<file path="src/pkg/psl_regs.vh">
// Constants for the strap latch and MII pin block
`ifndef PSL_REGS_VH
`define PSL_REGS_VH

`define PSL_CLK_HZ 40000000
`define PSL_SYNC_STAGES 3
`define PSL_SETTLE_CYC 3'h3

`define PSL_NPINS 10
`define PSL_PIN_ADDR0 0
`define PSL_PIN_ADDR1 1
`define PSL_PIN_ADDR2 2
`define PSL_PIN_BCAST 3
`define PSL_PIN_MODE0 4
`define PSL_PIN_MODE1 5
`define PSL_PIN_MODE2 6
`define PSL_PIN_ISO 7
`define PSL_PIN_SPEED 8
`define PSL_PIN_DUPLEX 9

`define PSL_PU_MASK 10'h301
`define PSL_PD_MASK 10'h0FE
`define PSL_KEEP_PU_MASK 10'h000

`define PSL_OFF_CTRL 4'h0
`define PSL_OFF_ADV 4'h4
`define PSL_OFF_STRAP 4'h8
`define PSL_OFF_MODE 4'hC

`define PSL_CTRL_DUPLEX 8
`define PSL_CTRL_ISO 10
`define PSL_CTRL_SPEED 13
`define PSL_CTRL_WMASK 32'h00002500
`define PSL_CTRL_RST 32'h00002100

`define PSL_ADV_10HD 5
`define PSL_ADV_10FD 6
`define PSL_ADV_100HD 7
`define PSL_ADV_100FD 8
`define PSL_ADV_WMASK 32'h000001E0
`define PSL_ADV_RST 32'h000001E0
`define PSL_ADV_10ONLY 32'h00000060

`define PSL_STRAP_DONE 16
`define PSL_MODE_MII 3'h0
`define PSL_MODE_B2B 3'h6

`endif

</file>
<file path="src/core/psl_sync.v">
// Three-stage synchroniser with agreement flag for pin inputs
`timescale 1ns/1ps
module psl_sync #(
    parameter W = 10
) (
    input wire i_clk,
    input wire [W-1:0] i_d,
    output wire [W-1:0] o_q,
    output wire o_agree
);
    // No reset: these flops only follow the pins
    reg [W-1:0] s1_r;
    reg [W-1:0] s2_r;
    reg [W-1:0] s3_r;

    always @(posedge i_clk)
    begin
        s1_r <= i_d;
        s2_r <= s1_r;
        s3_r <= s2_r;
    end

    assign o_q = s3_r;
    assign o_agree = (s2_r == s3_r);
endmodule // psl_sync

</file>
<file path="src/core/psl_mii.v">
// MII nibble path: receive drive and transmit capture on a derived MII clock
`timescale 1ns/1ps
module psl_mii (
    input wire i_clk,
    input wire i_rstn,
    input wire [3:0] i_rx_nib,
    input wire i_rx_valid,
    output wire o_rx_taken,
    output reg [3:0] o_mii_rxd,
    output reg o_mii_rxdv,
    output reg o_mii_clk,
    input wire [3:0] i_mii_txd,
    input wire i_mii_txen,
    output reg [3:0] o_tx_nib,
    output reg o_tx_valid
);
    // MII clock is i_clk divided by two; rx data changes on its falling edge
    always @(posedge i_clk or negedge i_rstn)
    begin
        if (!i_rstn)
        begin
            o_mii_clk <= 1'b0;
            o_mii_rxd <= 4'h0;
            o_mii_rxdv <= 1'b0;
            o_tx_nib <= 4'h0;
            o_tx_valid <= 1'b0;
        end
        else
        begin
            o_mii_clk <= ~o_mii_clk;
            o_tx_valid <= 1'b0;
            if (o_mii_clk)
            begin
                o_mii_rxdv <= i_rx_valid;
                o_mii_rxd <= i_rx_valid ? i_rx_nib : 4'h0;
            end
            else if (i_mii_txen)
            begin
                // Sampled at the rising MII clock edge, MAC drove after the last one
                o_tx_nib <= i_mii_txd;
                o_tx_valid <= 1'b1;
            end
        end
    end

    assign o_rx_taken = o_mii_clk;
endmodule // psl_mii

</file>
<file path="src/core/psl_top.v">
// Strap latch at reset release, shared pin control, config registers and MII
//
// Overview of operation
// - i_rstn is active low, holds the block in reset while low and lets it run when high.
// - Strap pins are inputs with their pull during reset and until the straps are latched, then become driven outputs.
// - A pin with a kept pull-up keeps that pull-up on while it drives after reset.
// - The receive nibble is launched on the MII clock handed to the MAC.
// - The receive nibble is valid only while receive-valid is high, and is zeroed otherwise.
// - The transmit nibble is taken only while transmit-enable is high and ignored otherwise.
// - The three address straps form the management address, default one.
// - Address zero is this block's own unique address only if broadcast-off was high.
// - Mode straps give plain MII for 000, back-to-back for 110, others reserved.
// - The isolate strap is copied into control bit 10, high meaning isolate.
// - The speed strap is copied into control bit 13, high meaning 100 Mbps.
// - The speed strap also sets the speed abilities in the advertisement word.
// - The duplex strap is copied into control bit 8, high meaning half duplex.
// - With broadcast-off low, address zero is answered as well as the own address.
`timescale 1ns/1ps
`include "psl_regs.vh"
module psl_top #(
    parameter [9:0] KEEP_PU_MASK = `PSL_KEEP_PU_MASK
) (
    input wire i_clk,
    input wire i_rstn,
    input wire [9:0] i_strap_pin_in,
    input wire [9:0] i_strap_pin_func,
    output reg [9:0] o_strap_pin_out,
    output reg [9:0] o_strap_pin_oe_n,
    output reg [9:0] o_strap_pin_pu,
    output reg [9:0] o_strap_pin_pd,
    output reg o_straps_done,
    output reg [4:0] o_mgmt_addr,
    output reg o_bcast_zero_en,
    input wire [4:0] i_mgmt_req_addr,
    output wire o_mgmt_addr_hit,
    output reg o_mode_mii,
    output reg o_mode_b2b,
    output reg o_mode_reserved,
    output wire o_isolate,
    output wire o_speed100,
    output wire o_duplex_half,
    input wire [3:0] i_avs_address,
    input wire i_avs_read,
    input wire i_avs_write,
    input wire [31:0] i_avs_writedata,
    input wire [3:0] i_avs_byteenable,
    output reg [31:0] o_avs_readdata,
    output wire o_avs_waitrequest,
    input wire [3:0] i_rx_nib,
    input wire i_rx_valid,
    output wire o_rx_taken,
    output wire [3:0] o_mii_rxd,
    output wire o_mii_rxdv,
    output wire o_mii_rxc,
    output wire o_mii_txc,
    input wire [3:0] i_mii_txd,
    input wire i_mii_txen,
    output wire [3:0] o_tx_nib,
    output wire o_tx_valid
);
    localparam [2:0] ST_SETTLE = 3'h1;
    localparam [2:0] ST_SAMPLE = 3'h2;
    localparam [2:0] ST_RUN = 3'h4;

    // Merge write data into a register under byte enables and a write mask
    function [31:0] be_merge;
        input [31:0] old;
        input [31:0] wdata;
        input [3:0] be;
        input [31:0] wmask;
        reg [31:0] lanes;
        begin
            lanes = {{8{be[3]}}, {8{be[2]}}, {8{be[1]}}, {8{be[0]}}};
            be_merge = (old & ~(lanes & wmask)) | (wdata & lanes & wmask);
        end
    endfunction

    // Advertisement word from the speed strap
    function [31:0] adv_from_speed;
        input speed;
        begin
            adv_from_speed = speed ? `PSL_ADV_RST : `PSL_ADV_10ONLY;
        end
    endfunction

    // Mode strap pattern to {reserved, back-to-back, plain MII}
    function [2:0] mode_class;
        input [2:0] code;
        begin
            if (code == `PSL_MODE_MII)
                mode_class = 3'h1;
            else if (code == `PSL_MODE_B2B)
                mode_class = 3'h2;
            else
                mode_class = 3'h4;
        end
    endfunction

    // Management address from the strap image; the upper two bits stay zero
    function [4:0] mgmt_from_straps;
        input [9:0] straps;
        begin
            mgmt_from_straps = {2'h0, straps[`PSL_PIN_ADDR2], straps[`PSL_PIN_ADDR1],
                straps[`PSL_PIN_ADDR0]};
        end
    endfunction

    // Register offset to a one-hot select: {mode, strap, adv, ctrl}
    function [3:0] reg_sel;
        input [3:0] addr;
        begin
            case (addr)
                `PSL_OFF_CTRL: reg_sel = 4'h1;
                `PSL_OFF_ADV: reg_sel = 4'h2;
                `PSL_OFF_STRAP: reg_sel = 4'h4;
                `PSL_OFF_MODE: reg_sel = 4'h8;
                default: reg_sel = 4'h0;
            endcase
        end
    endfunction

    wire [9:0] pin_sync;
    wire pin_agree;
    reg [2:0] state_r;
    reg [2:0] state_nxt;
    reg [2:0] settle_r;
    reg [9:0] strap_r;
    reg [31:0] ctrl_r;
    reg [31:0] adv_r;
    reg ack_r;
    wire bus_req;
    wire bus_wr;
    wire capture;
    wire [2:0] mode_code;
    wire mii_clk;
    wire [3:0] rsel;
    wire wr_ctrl;
    wire wr_adv;
    reg [31:0] rdata_nxt;
    wire cap_speed;
    wire cap_iso;
    wire cap_duplex;

    psl_sync #(
        .W(`PSL_NPINS)
    ) u_sync (
        .i_clk(i_clk),
        .i_d(i_strap_pin_in),
        .o_q(pin_sync),
        .o_agree(pin_agree)
    );

    // Capture sequence: wait for the synchroniser to fill, then latch once settled
    always @*
    begin
        state_nxt = state_r;
        case (state_r)
            ST_SETTLE:
            begin
                if (settle_r == `PSL_SETTLE_CYC)
                    state_nxt = ST_SAMPLE;
            end
            ST_SAMPLE:
            begin
                if (pin_agree)
                    state_nxt = ST_RUN;
            end
            ST_RUN:
            begin
                state_nxt = ST_RUN;
            end
            default:
            begin
                state_nxt = ST_SETTLE;
            end
        endcase
    end

    assign capture = state_r[1] & pin_agree;

    // Strap fields as seen by the synchroniser at the capture edge
    assign cap_speed = pin_sync[`PSL_PIN_SPEED];
    assign cap_iso = pin_sync[`PSL_PIN_ISO];
    assign cap_duplex = pin_sync[`PSL_PIN_DUPLEX];

    always @(posedge i_clk or negedge i_rstn)
    begin
        if (!i_rstn)
        begin
            state_r <= ST_SETTLE;
            settle_r <= 3'h0;
        end
        else
        begin
            state_r <= state_nxt;
            if (state_r[0])
                settle_r <= settle_r + 3'h1;
        end
    end

    // Strap image, taken once and then frozen
    always @(posedge i_clk or negedge i_rstn)
    begin
        if (!i_rstn)
            strap_r <= `PSL_PU_MASK;
        else if (capture)
            strap_r <= pin_sync;
    end

    assign mode_code = {strap_r[`PSL_PIN_MODE2], strap_r[`PSL_PIN_MODE1],
        strap_r[`PSL_PIN_MODE0]};

    always @(posedge i_clk or negedge i_rstn)
    begin
        if (!i_rstn)
        begin
            o_mgmt_addr <= 5'h01;
            o_bcast_zero_en <= 1'b1;
            o_mode_mii <= 1'b1;
            o_mode_b2b <= 1'b0;
            o_mode_reserved <= 1'b0;
            o_straps_done <= 1'b0;
        end
        else
        begin
            o_mgmt_addr <= mgmt_from_straps(strap_r);
            o_bcast_zero_en <= ~strap_r[`PSL_PIN_BCAST];
            {o_mode_reserved, o_mode_b2b, o_mode_mii} <= mode_class(mode_code);
            o_straps_done <= state_r[2];
        end
    end

    // Own address always hits; zero hits as broadcast unless broadcast-off
    assign o_mgmt_addr_hit = (i_mgmt_req_addr == o_mgmt_addr) ||
        ((i_mgmt_req_addr == 5'h00) && o_bcast_zero_en);

    // Shared pins: pulled inputs until latched, then driven outputs
    always @(posedge i_clk or negedge i_rstn)
    begin
        if (!i_rstn)
        begin
            o_strap_pin_out <= 10'h000;
            o_strap_pin_oe_n <= 10'h3FF;
            o_strap_pin_pu <= `PSL_PU_MASK;
            o_strap_pin_pd <= `PSL_PD_MASK;
        end
        else if (state_r[2])
        begin
            o_strap_pin_out <= i_strap_pin_func;
            o_strap_pin_oe_n <= 10'h000;
            o_strap_pin_pu <= `PSL_PU_MASK & KEEP_PU_MASK;
            o_strap_pin_pd <= 10'h000;
        end
    end

    // Avalon slave: every access answered on the second edge
    assign bus_req = i_avs_read | i_avs_write;
    assign o_avs_waitrequest = bus_req & ~ack_r;
    assign bus_wr = i_avs_write & ack_r;
    assign rsel = reg_sel(i_avs_address);
    assign wr_ctrl = bus_wr & rsel[0];
    assign wr_adv = bus_wr & rsel[1];

    // Read mux; unmapped offsets read zero
    always @*
    begin
        rdata_nxt = 32'h00000000;
        case (rsel)
            4'h1: rdata_nxt = ctrl_r;
            4'h2: rdata_nxt = adv_r;
            4'h4: rdata_nxt = {15'h0000, state_r[2], 6'h00, strap_r};
            4'h8: rdata_nxt = {24'h000000, o_mgmt_addr[2:0], o_bcast_zero_en,
                o_mode_reserved, mode_code};
            default: rdata_nxt = 32'h00000000;
        endcase
    end

    always @(posedge i_clk or negedge i_rstn)
    begin
        if (!i_rstn)
        begin
            ack_r <= 1'b0;
            o_avs_readdata <= 32'h00000000;
        end
        else
        begin
            ack_r <= bus_req & ~ack_r;
            if (i_avs_read & ~ack_r)
                o_avs_readdata <= rdata_nxt;
        end
    end

    // Control and advertisement words: strap load wins over a software write
    always @(posedge i_clk or negedge i_rstn)
    begin
        if (!i_rstn)
        begin
            ctrl_r <= `PSL_CTRL_RST;
            adv_r <= `PSL_ADV_RST;
        end
        else if (capture)
        begin
            ctrl_r <= 32'h00000000;
            ctrl_r[`PSL_CTRL_SPEED] <= cap_speed;
            ctrl_r[`PSL_CTRL_ISO] <= cap_iso;
            ctrl_r[`PSL_CTRL_DUPLEX] <= cap_duplex;
            adv_r <= adv_from_speed(cap_speed);
        end
        else if (bus_wr)
        begin
            if (wr_ctrl)
                ctrl_r <= be_merge(ctrl_r, i_avs_writedata, i_avs_byteenable,
                    `PSL_CTRL_WMASK);
            if (wr_adv)
                adv_r <= be_merge(adv_r, i_avs_writedata, i_avs_byteenable,
                    `PSL_ADV_WMASK);
        end
    end

    assign o_isolate = ctrl_r[`PSL_CTRL_ISO];
    assign o_speed100 = ctrl_r[`PSL_CTRL_SPEED];
    assign o_duplex_half = ctrl_r[`PSL_CTRL_DUPLEX];

    psl_mii u_mii (
        .i_clk(i_clk),
        .i_rstn(i_rstn),
        .i_rx_nib(i_rx_nib),
        .i_rx_valid(i_rx_valid),
        .o_rx_taken(o_rx_taken),
        .o_mii_rxd(o_mii_rxd),
        .o_mii_rxdv(o_mii_rxdv),
        .o_mii_clk(mii_clk),
        .i_mii_txd(i_mii_txd),
        .i_mii_txen(i_mii_txen),
        .o_tx_nib(o_tx_nib),
        .o_tx_valid(o_tx_valid)
    );

    // Receive and transmit share one derived MII clock
    assign o_mii_rxc = mii_clk;
    assign o_mii_txc = mii_clk;
endmodule // psl_top

</file>
<file path="config.mk">
export PLATFORM = sky130hd
export DESIGN_NAME = psl_top
export DESIGN_NICKNAME = d
export VERILOG_FILES = /design/src/core/psl_sync.v /design/src/core/psl_mii.v /design/src/core/psl_top.v
export VERILOG_INCLUDE_DIRS = /design/src /design/src/pkg
export SDC_FILE = /design/constraint.sdc
export NUM_CORES = 1
export LEC_CHECK = 0
export BUFFER_PORTS_ARGS = -buffer_cell sky130_fd_sc_hd__clkbuf_2
export CAP_MARGIN = 15
export CORE_MARGIN = 3
export CORE_UTILIZATION = 51
export DETAILED_ROUTE_END_ITERATION = 10
export PLACE_DENSITY = 0.85
export SLEW_MARGIN = 10
export SYNTH_ARGS = -nofsm -noshare
export SYNTH_HDL_FRONTEND = slang
export SYNTH_SLANG_ARGS = --single-unit
export TNS_END_PERCENT = 5
</file>
<file path="constraint.sdc">
create_clock -name i_clk -period 2.95 [get_ports i_clk]
set_clock_uncertainty 0.1 [all_clocks]
set_input_delay 0.1475 -clock i_clk [delete_from_list [all_inputs] [get_ports i_clk]]
set_output_delay 0.1475 -clock i_clk [all_outputs]
set_load 0.02 [all_outputs]
</file>
* Yosys cells after proc, flatten, opt, wreduce, memory -nomap -nowiden *
Cells that the tools add are included.

cells by class
  $add $sub $neg = 1
  eq/ne operators = 16
  multiplexer cells = 17
  bitwise operators = 17
  reduce and logical (&&, ||, !) cells = 12

operator list
  operator              number
  $mux W32              6
  $pmux W32 S4          1
  $and A32 B32 Y32      2
  $not A14 Y32          1
  $not A9 Y32           1
  $or A32 B14 Y32       1
  $or A32 B9 Y32        1
  $pmux W4 S4           1
  $and A14 B14 Y14      1
  $eq A4 B4 Y1 const B  3
  $mux W3               4
  $eq A10 B10 Y1        1
  $mux W9               1
  $pmux W3 S3           1
  $eq A4 B3 Y1 const B  2
  $reduce_and A2 Y1     4
  $and A1 B1 Y1         6
  $eq A3 B2 Y1 const B  2
  $eq A3 B3 Y1 const B  2
  $reduce_bool A2 Y1    3
  $eq A5 B3 Y1          1
  $logic_not A5 Y1      1
  $eq A4 B1 Y1 const B  1
  $eq A4 B2 Y1 const B  1
  other kinds (11)      15

storage, ports and cells
  flip-flop bits (word level) = 192
  input port bits = 79
  output and inout bits = 100
  logic and storage cells = 88

* Depth between registers and ports, before layout *
Gate-level depths: netlist (run 1).

  word-level depth = 6
  depth in mapped cells = 6
  gate-level depth less buffers = 5

* By module *
A second synthesis (run 1) with hierarchy kept.

second synthesis, totals
  cells, all modules = 322
  area, all modules = 3940.0 sq um

modules (own cells, without submodules)
  module    times used  cells each  area each (sq um)  seq. area each (sq um)
  psl_top   1           246         2791.4             1443.9
  psl_sync  1           43          713.2              600.6
  psl_mii   1           33          435.4              275.3

* Worst setup path before layout (run 1) *
Ideal clock, no wire load.

  path kind = register to output
  start = register o_mgmt_addr[2]
  end = output port o_mgmt_addr_hit
  data arrival time = 1.448 ns
  required time = 2.703 ns
  slack = 1.255 ns
  cell stages (with the launch flop) = 5
  buffers on the path = 0
  cells stage by stage = dfrtp_1 > xor2_1 > nor3_1 > o21bai_1 > a211oi_1

between the ends
  longest elaborated chain between the ends = 2

ends and longest elaborated chain
  element                 line           text
  from (decl)             psl_top.v:32   output reg [4:0] o_mgmt_addr,
  from (signal assigned)  psl_top.v:226  o_mgmt_addr <= mgmt_from_straps(strap_r);
  $eq A5 B3 Y1            psl_top.v:234  assign o_mgmt_addr_hit = (i_mgmt_req_addr == o_mgmt_addr) ||
  $logic_or A1 B1 Y1      psl_top.v:234
  to (decl)               psl_top.v:35   output wire o_mgmt_addr_hit,

No other way between the ends.

* Worst setup path in the final report (run 1) *
  start = register o_mgmt_addr[0]
  end = output port o_mgmt_addr_hit

Same word-level chain as after synthesis.

==> results of run 1 <==
-- worst max-delay path: stages (launching register included) --
cell	delay (ns)
dfstp_2	0.57
xor2_1	0.09
nor3_1	0.21
o21bai_1	0.14
a211oi_1	0.32
clkbuf_2	0.24
-- sequential cells by signal, indices dropped and copies added, names as in the netlist, 3 cells and up --
name             count
o_strap_pin_out     10
o_avs_readdata      14
u_mii.o_mii_rxd      4
adv_r                4
strap_r             10
settle_r             3
u_sync.s1_r         10
u_sync.o_q          10
u_sync.s2_r         10
ctrl_r               3
state_r              3
u_mii.o_tx_nib       4
o_mgmt_addr          3
-- final cells by class --
class,instances,area share (%)
clock buffers,12,3.508
clock inverters,4,0.7465
inverters,11,0.8211
multi-input cells,166,24.38
flip-flops and latches,98,46.13
well taps,99,2.463
repair buffers,180,21.95
-- report_power, final --
group | total [mW] | internal (mW) | switching, mW | leakage [nW]
Combinational | 0.380 | 0.189 | 0.191 | 1.33
Clock | 0.877 | 0.418 | 0.459 | 0.111
Sequential | 1.52 | 1.45 | 0.0709 | 1.12
Total | 2.78 | 2.06 | 0.721 | 2.56
-- cell usage after synthesis, drive strengths merged --
library cell | n | share of area (%)
nor4 | 1 | 0.53
nand3 | 7 | 0.87
inv | 11 | 1.0
a21oi | 5 | 0.62
conb | 1 | 0.094
a31oi | 1 | 0.16
dfxtp | 30 | 15
ha | 2 | 0.62
nand2b | 3 | 0.53
nor3b | 3 | 0.69
mux2 | 34 | 10
mux2i | 12 | 3.0
or3 | 1 | 0.16
nand4 | 2 | 0.31
nor3 | 6 | 1.0
and2 | 1 | 0.16
dfrtp | 54 | 34
dfstp | 14 | 9.2
nand2 | 20 | 1.9
a22o | 1 | 0.22
nand3b | 1 | 0.19
o21bai | 1 | 0.19
xnor2 | 8 | 1.7
nor2 | 12 | 1.1
or2 | 2 | 0.31
nor2b | 4 | 0.62
o21ai | 17 | 2.1
buf | 56 | 11
a211o | 2 | 0.44
and3b | 1 | 0.22
a211oi | 1 | 0.19
o31a | 1 | 0.25
clkbuf | 6 | 0.56
xor2 | 5 | 1.1
-- metrics by stage --
step                      utilization (%)  setup WS [ns]  instance area [um2]  total power [mW]  instances
after floorplan                         -          1.255                 4046             1.764        337
after global placement              59.41          1.174                 4424             1.857        515
after detailed placement            59.41          1.096                 4424             1.885        515
after CTS                           67.52         0.9686                 5029             2.805        570
after global routing                67.52         0.7309                 5029             2.929        570
final                               67.52         0.7732                 5029             2.777        570
-- layer usage --
layer / wire, um / share of wire [%] / GRT usage, %
met5: 0 / 0 / 0
met4: 176 / 2.2 / 8.293
met3: 515 / 6.4 / 3.267
met2: 4021 / 50 / 31.36
met1: 3335 / 41 / 24.13
-- cells by family after synthesis --
| kind of cell | after synthesis | share of synthesized area [%] |
|---|---|---|
| other cells | 1 | 0.09363 |
| compound gates | 29 | 4.186 |
| buf+inv | 73 | 12.50 |
| simple gates | 64 | 8.622 |
| flops | 98 | 57.92 |
| fa+ha+maj | 2 | 0.6247 |
| mux | 46 | 13.21 |
| xor+xnor | 13 | 2.843 |
-- path summary, 6_finish.rpt --
| check | start | to | slack [ns] | depth (start not counted) |
|---|---|---|---|---|
| min in group asynchronous | i_rstn | ack_r | 0.23 | 2 |
| setup / recovery | o_mgmt_addr[0] | o_mgmt_addr_hit | 0.77 | 5 |
| hold reg to reg | u_sync.s1_r[1] | u_sync.s2_r[1] | 0.23 | 0 |
| max in group asynchronous | i_rstn | o_strap_pin_oe_n[8] | 1.72 | 3 |
| hold / removal | i_avs_writedata[10] | ctrl_r[10] | 0.05 | 3 |
| setup reg to reg | u_sync.o_q[8] | strap_r[1] | 1.10 | 5 |
==> summary.md, run 1 <==
| Metric | Value |
|---|---|
| RSZ-0062 raised after global routing | `no` |
| DRC errors left | `0` |
| TritonRoute pass-1 iters | `5` |
| Syn avg cell area | `12.29 um2` |
| Clock Path Buffers | `2` |
| Area of the multi-input gates | `approximately 1200 um2` |
| Area grow syn2layout | `25.55%` |
| Final ANT Viol Nets | `0` |
| Commonest non-fill, non-tap cells in the layout | `clkbuf_2, dfrtp_1, dlygate4sd3_1` |
| Final setup TNS | `0 ns` |
| Ant diodes | `0` |
| Fmax | `between 0.4 and 0.5 GHz` |
| Rel. slew slack | `a little under three fifths` |
| Most common cell after layout, fill and taps aside | `clkbuf_2` |
| # fillers | `roughly 530` |
| Global route total overflow | `0` |
| I/O Buffers | `138` |
| NumNets Final | `approximately 550` |
| Die H | `94.62 um` |
| Critical Path AT | `1.93 ns` |
| CTS tree | `done` |
| CTS sink count | `98` |
| IO Pins | `179` |
| Die area | `8952 um2` |
| Crit path max fanout | `3` |
| Reg clk slew, reported paths | `0.09 ns` |
| Layout cells sized above 1 | `44.80%` |
| MaxCap Viol Count | `0` |
| WL/cell | `14.12 um` |
| Netlist cell types | `42` |
| Post-detail-place hpwl | `about 5500 um` |
| TritonCTS buffer count | `9` |
| Worst-Skew Late Latency | `0.36 ns` |
| Drt via density | `~4.8` |
| Routed WL | `8049 um` |
| WS Path Type | `reg -> out` |
| Status | `finished clean` |
| Lkg Pwr | `approximately 2.6 nW` |
| Initial Util | `53.78%` |
| Site Rows | `31` |
| HP Class | `in -> reg` |
| Worst hold slack | `around 0.048 ns` |
| Starting DRT DRC Count | `191` |
| Worst Tran Pin Value | `0.6518 ns` |
| Via Count | `2732` |
| Minimum clock period | `2.177 ns` |
| Crit share post-route | `around three quarters` |
| Finish-stage setup viols | `0` |
| Crit path capture type | `output pin` |
| #FFs+latches synth | `98` |
| Final GP Congestion | `0.9381` |
| Post-Syn Area | `4005 um2` |
| Largest net degree at the start of global routing | `29` |
| Root Buffer | `clkbuf_8` |
| Crit path launch type | `flip-flop` |
| Power per cell area | `approximately 550 nW/um2` |
| Pins Over Slew Limit | `0` |
| Syn. warnings | `0` |
| First-pass GRT wire length | `12940 um` |
| CP required | `between 2 and 3 ns` |
| Die X | `around 95 um` |
| CTS resizes | `0` |
| Final Hold Fails | `0` |
| Initial antenna violation count | `0` |
| Postcts setup bufs | `0` |
| Sequential area share after synthesis | `approximately 58%` |
| Vias in the first global route | `~2600` |
| Htree depth | `3` |
| Cts hold-fix bufs | `39` |
| Register Area | `2320 um2` |
| Syn Inst Count | `roughly 330` |
| Peak supply drop | `slightly above 0.0004 V` |
| Core area | `7447 um2` |
| Total track usage | `between 10% and 20%` |
No activity file was read; power rests on OpenSTA's default activity.
==> run 2: changes to the inputs <==
Settings changed: CORE_UTILIZATION 51 to 42, PLACE_DENSITY 0.85 to 0.74.
Clock period 2.95 ns to 1.95 ns, I/O delays scaled along.
==> summary.md, run 2 (synthesis results as in run 1) <==
| Metric | Value |
|---|---|
| Crit path max fanout | `2 (was 3)` |
| First-pass GRT wire length | `12940 um (unchanged)` |
| TritonRoute pass-1 iters | `4 (was 5)` |
| Finish-stage setup viols | `0 (unchanged)` |
| Initial antenna violation count | `0 (unchanged)` |
| CTS tree | `done (unchanged)` |
| Commonest non-fill, non-tap cells in the layout | `clkbuf_2, dfrtp_1, dlygate4sd3_1 (unchanged)` |
| TritonCTS buffer count | `9 (unchanged)` |
| Area of the multi-input gates | `1226 um2 (unchanged)` |
| Initial Util | `43.34% (was 53.78%)` |
| Final GP Congestion | `0.8271 (was 0.9381)` |
| Starting DRT DRC Count | `121 (was 191)` |
| IO Pins | `179 (unchanged)` |
| I/O Buffers | `138 (unchanged)` |
| Die X | `103.7 um (was 94.62 um)` |
| Crit path capture type | `output pin (unchanged)` |
| Crit share post-route | `94.84%` |
| Pins Over Slew Limit | `0 (unchanged)` |
| Worst Tran Pin Value | `0.6701 ns (was 0.6518 ns)` |
| Psw | `1.078 mW (was 0.7206 mW)` |
| Slowest Stage Delay on Critical Path | `0.55 ns (was 0.57 ns)` |
| Routed WL | `7797 um (was 8049 um)` |
| Cells along the critical path | `dlygate4sd3_1 > clkbuf_2 > nor2_1 > dlygate4sd3_1 > nor2_1 > clkbuf_2 (was xor2_1 > nor3_1 > o21bai_1 > a211oi_1 > clkbuf_2)` |
| Reg clk slew, reported paths | `0.09 ns (about the same)` |
| Final setup TNS | `0 ns (unchanged)` |
| WL/cell | `12.93 um (was 14.12 um)` |
| CTS sink count | `98 (unchanged)` |
| Layout cells sized above 1 | `44.94% (was 44.80%)` |
| Rel. slew slack | `55.33% (was 56.54%)` |
| Total track usage | `14.86% (was 18.85%)` |
| Ant diodes | `0 (unchanged)` |
| Switching Fraction | `26.46% (was 25.95%)` |
| R2r setup slk | `0.19 ns (was 1.10 ns)` |
| Status | `finished clean (unchanged)` |
| Peak supply drop | `0.0004994 V (was 0.0004145 V)` |
| HP Class | `in -> reg (unchanged)` |
| Root Buffer | `clkbuf_8 (unchanged)` |
| Lkg Pwr | `2.564 nW (was 2.557 nW)` |
| Area grow syn2layout | `26.68% (was 25.55%)` |
| Die area | `10740 um2 (was 8952 um2)` |
| Placed cell count | `547 (was 515)` |
| Fmax | `0.5407 GHz` |
| Via Count | `2666 (was 2732)` |
| Register Area | `2320 um2 (unchanged)` |
| Power per cell area | `803.1 nW/um2 (was 552.2 nW/um2)` |
| Worst path bufs/invs | `4 (was 1)` |
| Site Rows | `35 (was 31)` |
| MaxCap Viol Count | `0 (unchanged)` |
| Sequential share of power | `56.4% (was 54.8%)` |
| Global route total overflow | `0 (unchanged)` |
| RSZ-0062 raised after global routing | `yes (was no)` |
| Logic pwr share | `13.9% (was 13.7%)` |
| CP required | `1.75 ns (was 2.70 ns)` |
| Post-detail-place hpwl | `5656 um (was 5499 um)` |
| Final ANT Viol Nets | `0 (unchanged)` |
| Htree depth | `3 (unchanged)` |
| Die H | `103.7 um (was 94.62 um)` |
| Post-route insts no fill | `603 (was 570)` |
| Minimum clock period | `1.849 ns` |
| Critical path's slowest cell | `dlygate4sd3_1 (was dfstp_2)` |
| Crit path launch type | `primary input (was flip-flop)` |
| Most flop-heavy register | `o_avs_readdata (unchanged)` |
| Final Hold Fails | `0 (unchanged)` |
| Max FFs per register | `14 (unchanged)` |
| Vias in the first global route | `2660 (was 2599)` |
| Largest net degree at the start of global routing | `45 (was 29)` |
| # fillers | `777 (was 526)` |
| Most common cell after layout, fill and taps aside | `clkbuf_2 (unchanged)` |
| Postcts setup bufs | `0 (unchanged)` |
| CP top delay family | `buffers and inverters (was flip-flops)` |
| Core Util, Final | `54.91% (was 67.52%)` |
| Clock Path Buffers | `2 (unchanged)` |
| Final total power | `4.075 mW (was 2.777 mW)` |
| Drt via density | `4.421 (was 4.793)` |
| Core area | `9240 um2 (was 7447 um2)` |
| Worst-Skew Late Latency | `0.36 ns (about the same)` |
| Critical Path AT | `1.65 ns (was 1.93 ns)` |
| Pint | `2.996 mW (was 2.056 mW)` |
| NumNets Final | `550 (was 547)` |
| WS Path Type | `in -> out (was reg -> out)` |
| Clk pwr share | `29.7% (was 31.6%)` |
| DRC errors left | `0 (unchanged)` |
run 2: what timing repair did:
action / CTS / global route
endpoints found under the setup margin: 0 / 1
resized for setup: 0 / 1
hold buffers: 40 / 0
hold endpoints to repair: 58 / 0
run 2: layout make-up:
type	count	area share [%]
clock buffers	10	2.713
clock inverters	6	0.9125
inverters	11	0.8138
multi-input cells	166	24.17
flip-flops and latches	98	45.72
well taps	129	3.181
repair buffers	183	22.49
run 2: power groups by stage:
stage	sequential, mW	clock [mW]	combinational (mW)
6_report	2.30	1.21	0.566
5_1_grt	2.32	1.35	0.629
4_1_cts	2.30	1.26	0.572
3_5_place_dp	2.34	0	0.509
3_3_place_gp	2.33	0	0.487
2_1_floorplan	2.34	0	0.329
run 2: worst paths after layout:
check / startpoint / to / depth (start not counted)
max: i_avs_read / o_avs_waitrequest / 6
min: i_avs_writedata[8] / adv_r[8] / 3
max reg2reg: u_sync.o_q[8] / ctrl_r[10] / 5
min reg2reg: u_sync.s1_r[4] / u_sync.s2_r[4] / 0
max in group asynchronous: i_rstn / o_mgmt_addr[0] / 3
min in group asynchronous: i_rstn / o_strap_pin_out[6] / 2
run 2: metrics by stage:
step	cell area [um2]	worst slack [ns]	hold WS, ns
after floorplan	4046	0.3046	-0.2981
after global placement	4489	0.1945	0.01948
after detailed placement	4489	0.1835	0.03266
after CTS	5074	0.08904	0.001092
after global routing	5074	-0.02918	0.01808
final	5074	0.1006	0.01563
run 2: layer usage:
metal | up-vias | track usage (%) | wire length, um
met5 | - | 0 | 0
met4 | 0 | 6.458 | 184
met3 | 17 | 3.302 | 379
met2 | 80 | 26.54 | 4040
met1 | 1255 | 17.11 | 3192
li1 | 1314 | - | -
run 2: tightest hold or removal path, cell delays in order:
cell	delay (ns)
clkbuf_2	0.09
mux2_2	0.13
mux2_2	0.13
==> run 3: changes to the inputs <==
Settings changed: CORE_UTILIZATION 42 to 44, CTS_BUF_LIST from default to sky130_fd_sc_hd__clkbuf_8, PLACE_DENSITY 0.74 to 0.77.
==> summary.md, run 3 (synthesis results as in run 1) <==
| Metric | Value |
|---|---|
| Htree depth | `3 (unchanged)` |
| # fillers | `725 (was 777)` |
| TritonRoute pass-1 iters | `4 (unchanged)` |
| Ant diodes | `0 (unchanged)` |
| Crit share post-route | `96.29% (was 94.84%)` |
| Most flop-heavy register | `o_avs_readdata (unchanged)` |
| Final Hold Fails | `0 (unchanged)` |
| Slowest Stage Delay on Critical Path | `0.56 ns (was 0.55 ns)` |
| Worst hold slack | `0.06497 ns (was 0.01563 ns)` |
| Switching Fraction | `26.20% (was 26.46%)` |
| Lkg Pwr | `2.599 nW (was 2.564 nW)` |
| Crit path max fanout | `2 (unchanged)` |
| RSZ-0062 raised after global routing | `yes (unchanged)` |
| Logic pwr share | `13.8% (was 13.9%)` |
| Sequential share of power | `54.9% (was 56.4%)` |
| CTS tree | `done (unchanged)` |
| Vias in the first global route | `2596 (was 2660)` |
| Routed WL | `7926 um (was 7797 um)` |
| Critical Path AT | `1.68 ns (was 1.65 ns)` |
| Largest net degree at the start of global routing | `69 (was 45)` |
| Area grow syn2layout | `27.93% (was 26.68%)` |
| Final total power | `4.190 mW (was 4.075 mW)` |
| Clock Path Buffers | `2 (unchanged)` |
| Max FFs per register | `14 (unchanged)` |
| Most common cell after layout, fill and taps aside | `clkbuf_2 (unchanged)` |
| IO Pins | `179 (unchanged)` |
| Die area | `10280 um2 (was 10740 um2)` |
| Final ANT Viol Nets | `0 (unchanged)` |
| Global route total overflow | `0 (unchanged)` |
| Pins Over Slew Limit | `0 (unchanged)` |
| CTS sink count | `98 (unchanged)` |
| Clk pwr share | `31.3% (was 29.7%)` |
| Drt via density | `4.670 (was 4.421)` |
| DP Area | `4463 um2 (was 4489 um2)` |
| Crit path capture type | `output pin (unchanged)` |
| CP required | `1.75 ns (about the same)` |
| WL/cell | `13.50 um (was 12.93 um)` |
| Finish-stage setup viols | `0 (unchanged)` |
| I/O Buffers | `138 (unchanged)` |
| Starting DRT DRC Count | `143 (was 121)` |
| Final GP Congestion | `0.7986 (was 0.8271)` |
| Power per cell area | `817.9 nW/um2 (was 803.1 nW/um2)` |
| Via Count | `2741 (was 2666)` |
| Commonest non-fill, non-tap cells in the layout | `clkbuf_2, dfrtp_1, dlygate4sd3_1 (unchanged)` |
| CP top delay family | `buffers and inverters (unchanged)` |
| Status | `finished clean (unchanged)` |
| Peak supply drop | `0.0006259 V (was 0.0004994 V)` |
| Dpl ws | `0.1775 ns (was 0.1835 ns)` |
| Layout cells sized above 1 | `45.51% (was 44.94%)` |
| Final Cell Area | `5124 um2 (was 5074 um2)` |
| Worst path bufs/invs | `4 (unchanged)` |
| WS Path Type | `in -> out (unchanged)` |
| TritonCTS buffer count | `9 (unchanged)` |
| Die X | `101.4 um (was 103.7 um)` |
| Reg clk slew, reported paths | `0.10 ns (was 0.09 ns)` |
| Core area | `8763 um2 (was 9240 um2)` |
| Critical path's slowest cell | `dlygate4sd3_1 (unchanged)` |
| Initial Util | `45.70% (was 43.34%)` |
| Area of the multi-input gates | `1244 um2 (was 1226 um2)` |
| Rel. slew slack | `53.38% (was 55.33%)` |
| Site Rows | `34 (was 35)` |
| First-pass GRT wire length | `12540 um (was 12940 um)` |
| Worst-Skew Late Latency | `0.36 ns (about the same)` |
| DRC errors left | `0 (unchanged)` |
| Psw | `1.098 mW (was 1.078 mW)` |
| Cells along the critical path | `dlygate4sd3_1 > clkbuf_2 > nor2_1 > dlygate4sd3_1 > nor2_1 > clkbuf_2 (unchanged)` |
| Worst Tran Pin Value | `0.6994 ns (was 0.6701 ns)` |
| HP Class | `in -> reg (unchanged)` |
| Fmax | `0.5326 GHz (was 0.5407 GHz)` |
| Root Buffer | `clkbuf_8 (unchanged)` |
| NumNets Final | `555 (was 550)` |
| Register Area | `2320 um2 (unchanged)` |
| Total track usage | `15.62% (was 14.86%)` |
| Pint | `3.093 mW (was 2.996 mW)` |
| Crit path launch type | `primary input (unchanged)` |
| Minimum clock period | `1.878 ns (was 1.849 ns)` |
| Worst setup margin | `0.07237 ns (was 0.1006 ns)` |
| Die H | `101.4 um (was 103.7 um)` |
| MaxCap Viol Count | `0 (unchanged)` |
| Initial antenna violation count | `0 (unchanged)` |
| Post-detail-place hpwl | `5553 um (was 5656 um)` |
[run 3: through the flow]
stage	utilization (%)	cells	TNS, ns
global route	58.47	587	-0.01449
global placement	50.93	526	0
CTS	57.98	584	0
finish	58.47	587	0
detailed placement	50.93	526	0
floorplan	-	337	0
[run 3: metal layers]
layer  vias up  global-route usage (%)  share of wire [%]
met4         0                   6.237                2.1
met3        16                   3.375                6.0
met2       106                   27.26                 52
met1      1300                   18.74                 40
met5         -                       0                  0
li1       1319                       -                  -
[run 3: final cells by class]
type                            count  share of cell area [%]
Timing Repair Buffer              188                   23.15
Clock buffer                        9                   2.418
Clock inverter                      7                   1.441
Inverter                           11                  0.8059
Tap cell                          108                   2.637
Sequential cell                    98                   45.27
Multi-Input combinational cell    166                   24.27
[run 3: path summary, 6_finish.rpt]
check | from | end | slack [ns] | cells past startpoint
max in group asynchronous | i_rstn | o_strap_pin_oe_n[8] | 1.23 | 3
max reg2reg | u_sync.o_q[8] | strap_r[1] | 0.15 | 5
min reg2reg | u_sync.s1_r[7] | u_sync.s2_r[7] | 0.23 | 0
max | i_avs_read | o_avs_waitrequest | 0.07 | 6
min | i_avs_address[3] | o_avs_readdata[10] | 0.06 | 4
min in group asynchronous | i_rstn | o_strap_pin_out[2] | 0.19 | 3
[run 3: power groups by stage]
stage | clock, mW | sequential [mW] | combinational [mW]
after floorplan | 0 | 2.34 | 0.329
after global placement | 0 | 2.33 | 0.488
after detailed placement | 0 | 2.34 | 0.505
after CTS | 1.36 | 2.30 | 0.575
after global routing | 1.45 | 2.32 | 0.644
final | 1.31 | 2.30 | 0.576
[run 3: worst min-delay path: stages]
cell and delay (ns):
clkbuf_2 0.17, nor3_1 0.09, nand2_1 0.06, o21ai_0 0.06
[run 3: repair_timing]
| item | in CTS | in global routing |
|---|---|---|
| hold buffers | 42 | 0 |
| resized for setup | 0 | 5 |
| setup buffers | 0 | 3 |
| hold endpoints to repair | 104 | 0 |
| endpoints found under the setup margin | 0 | 1 |
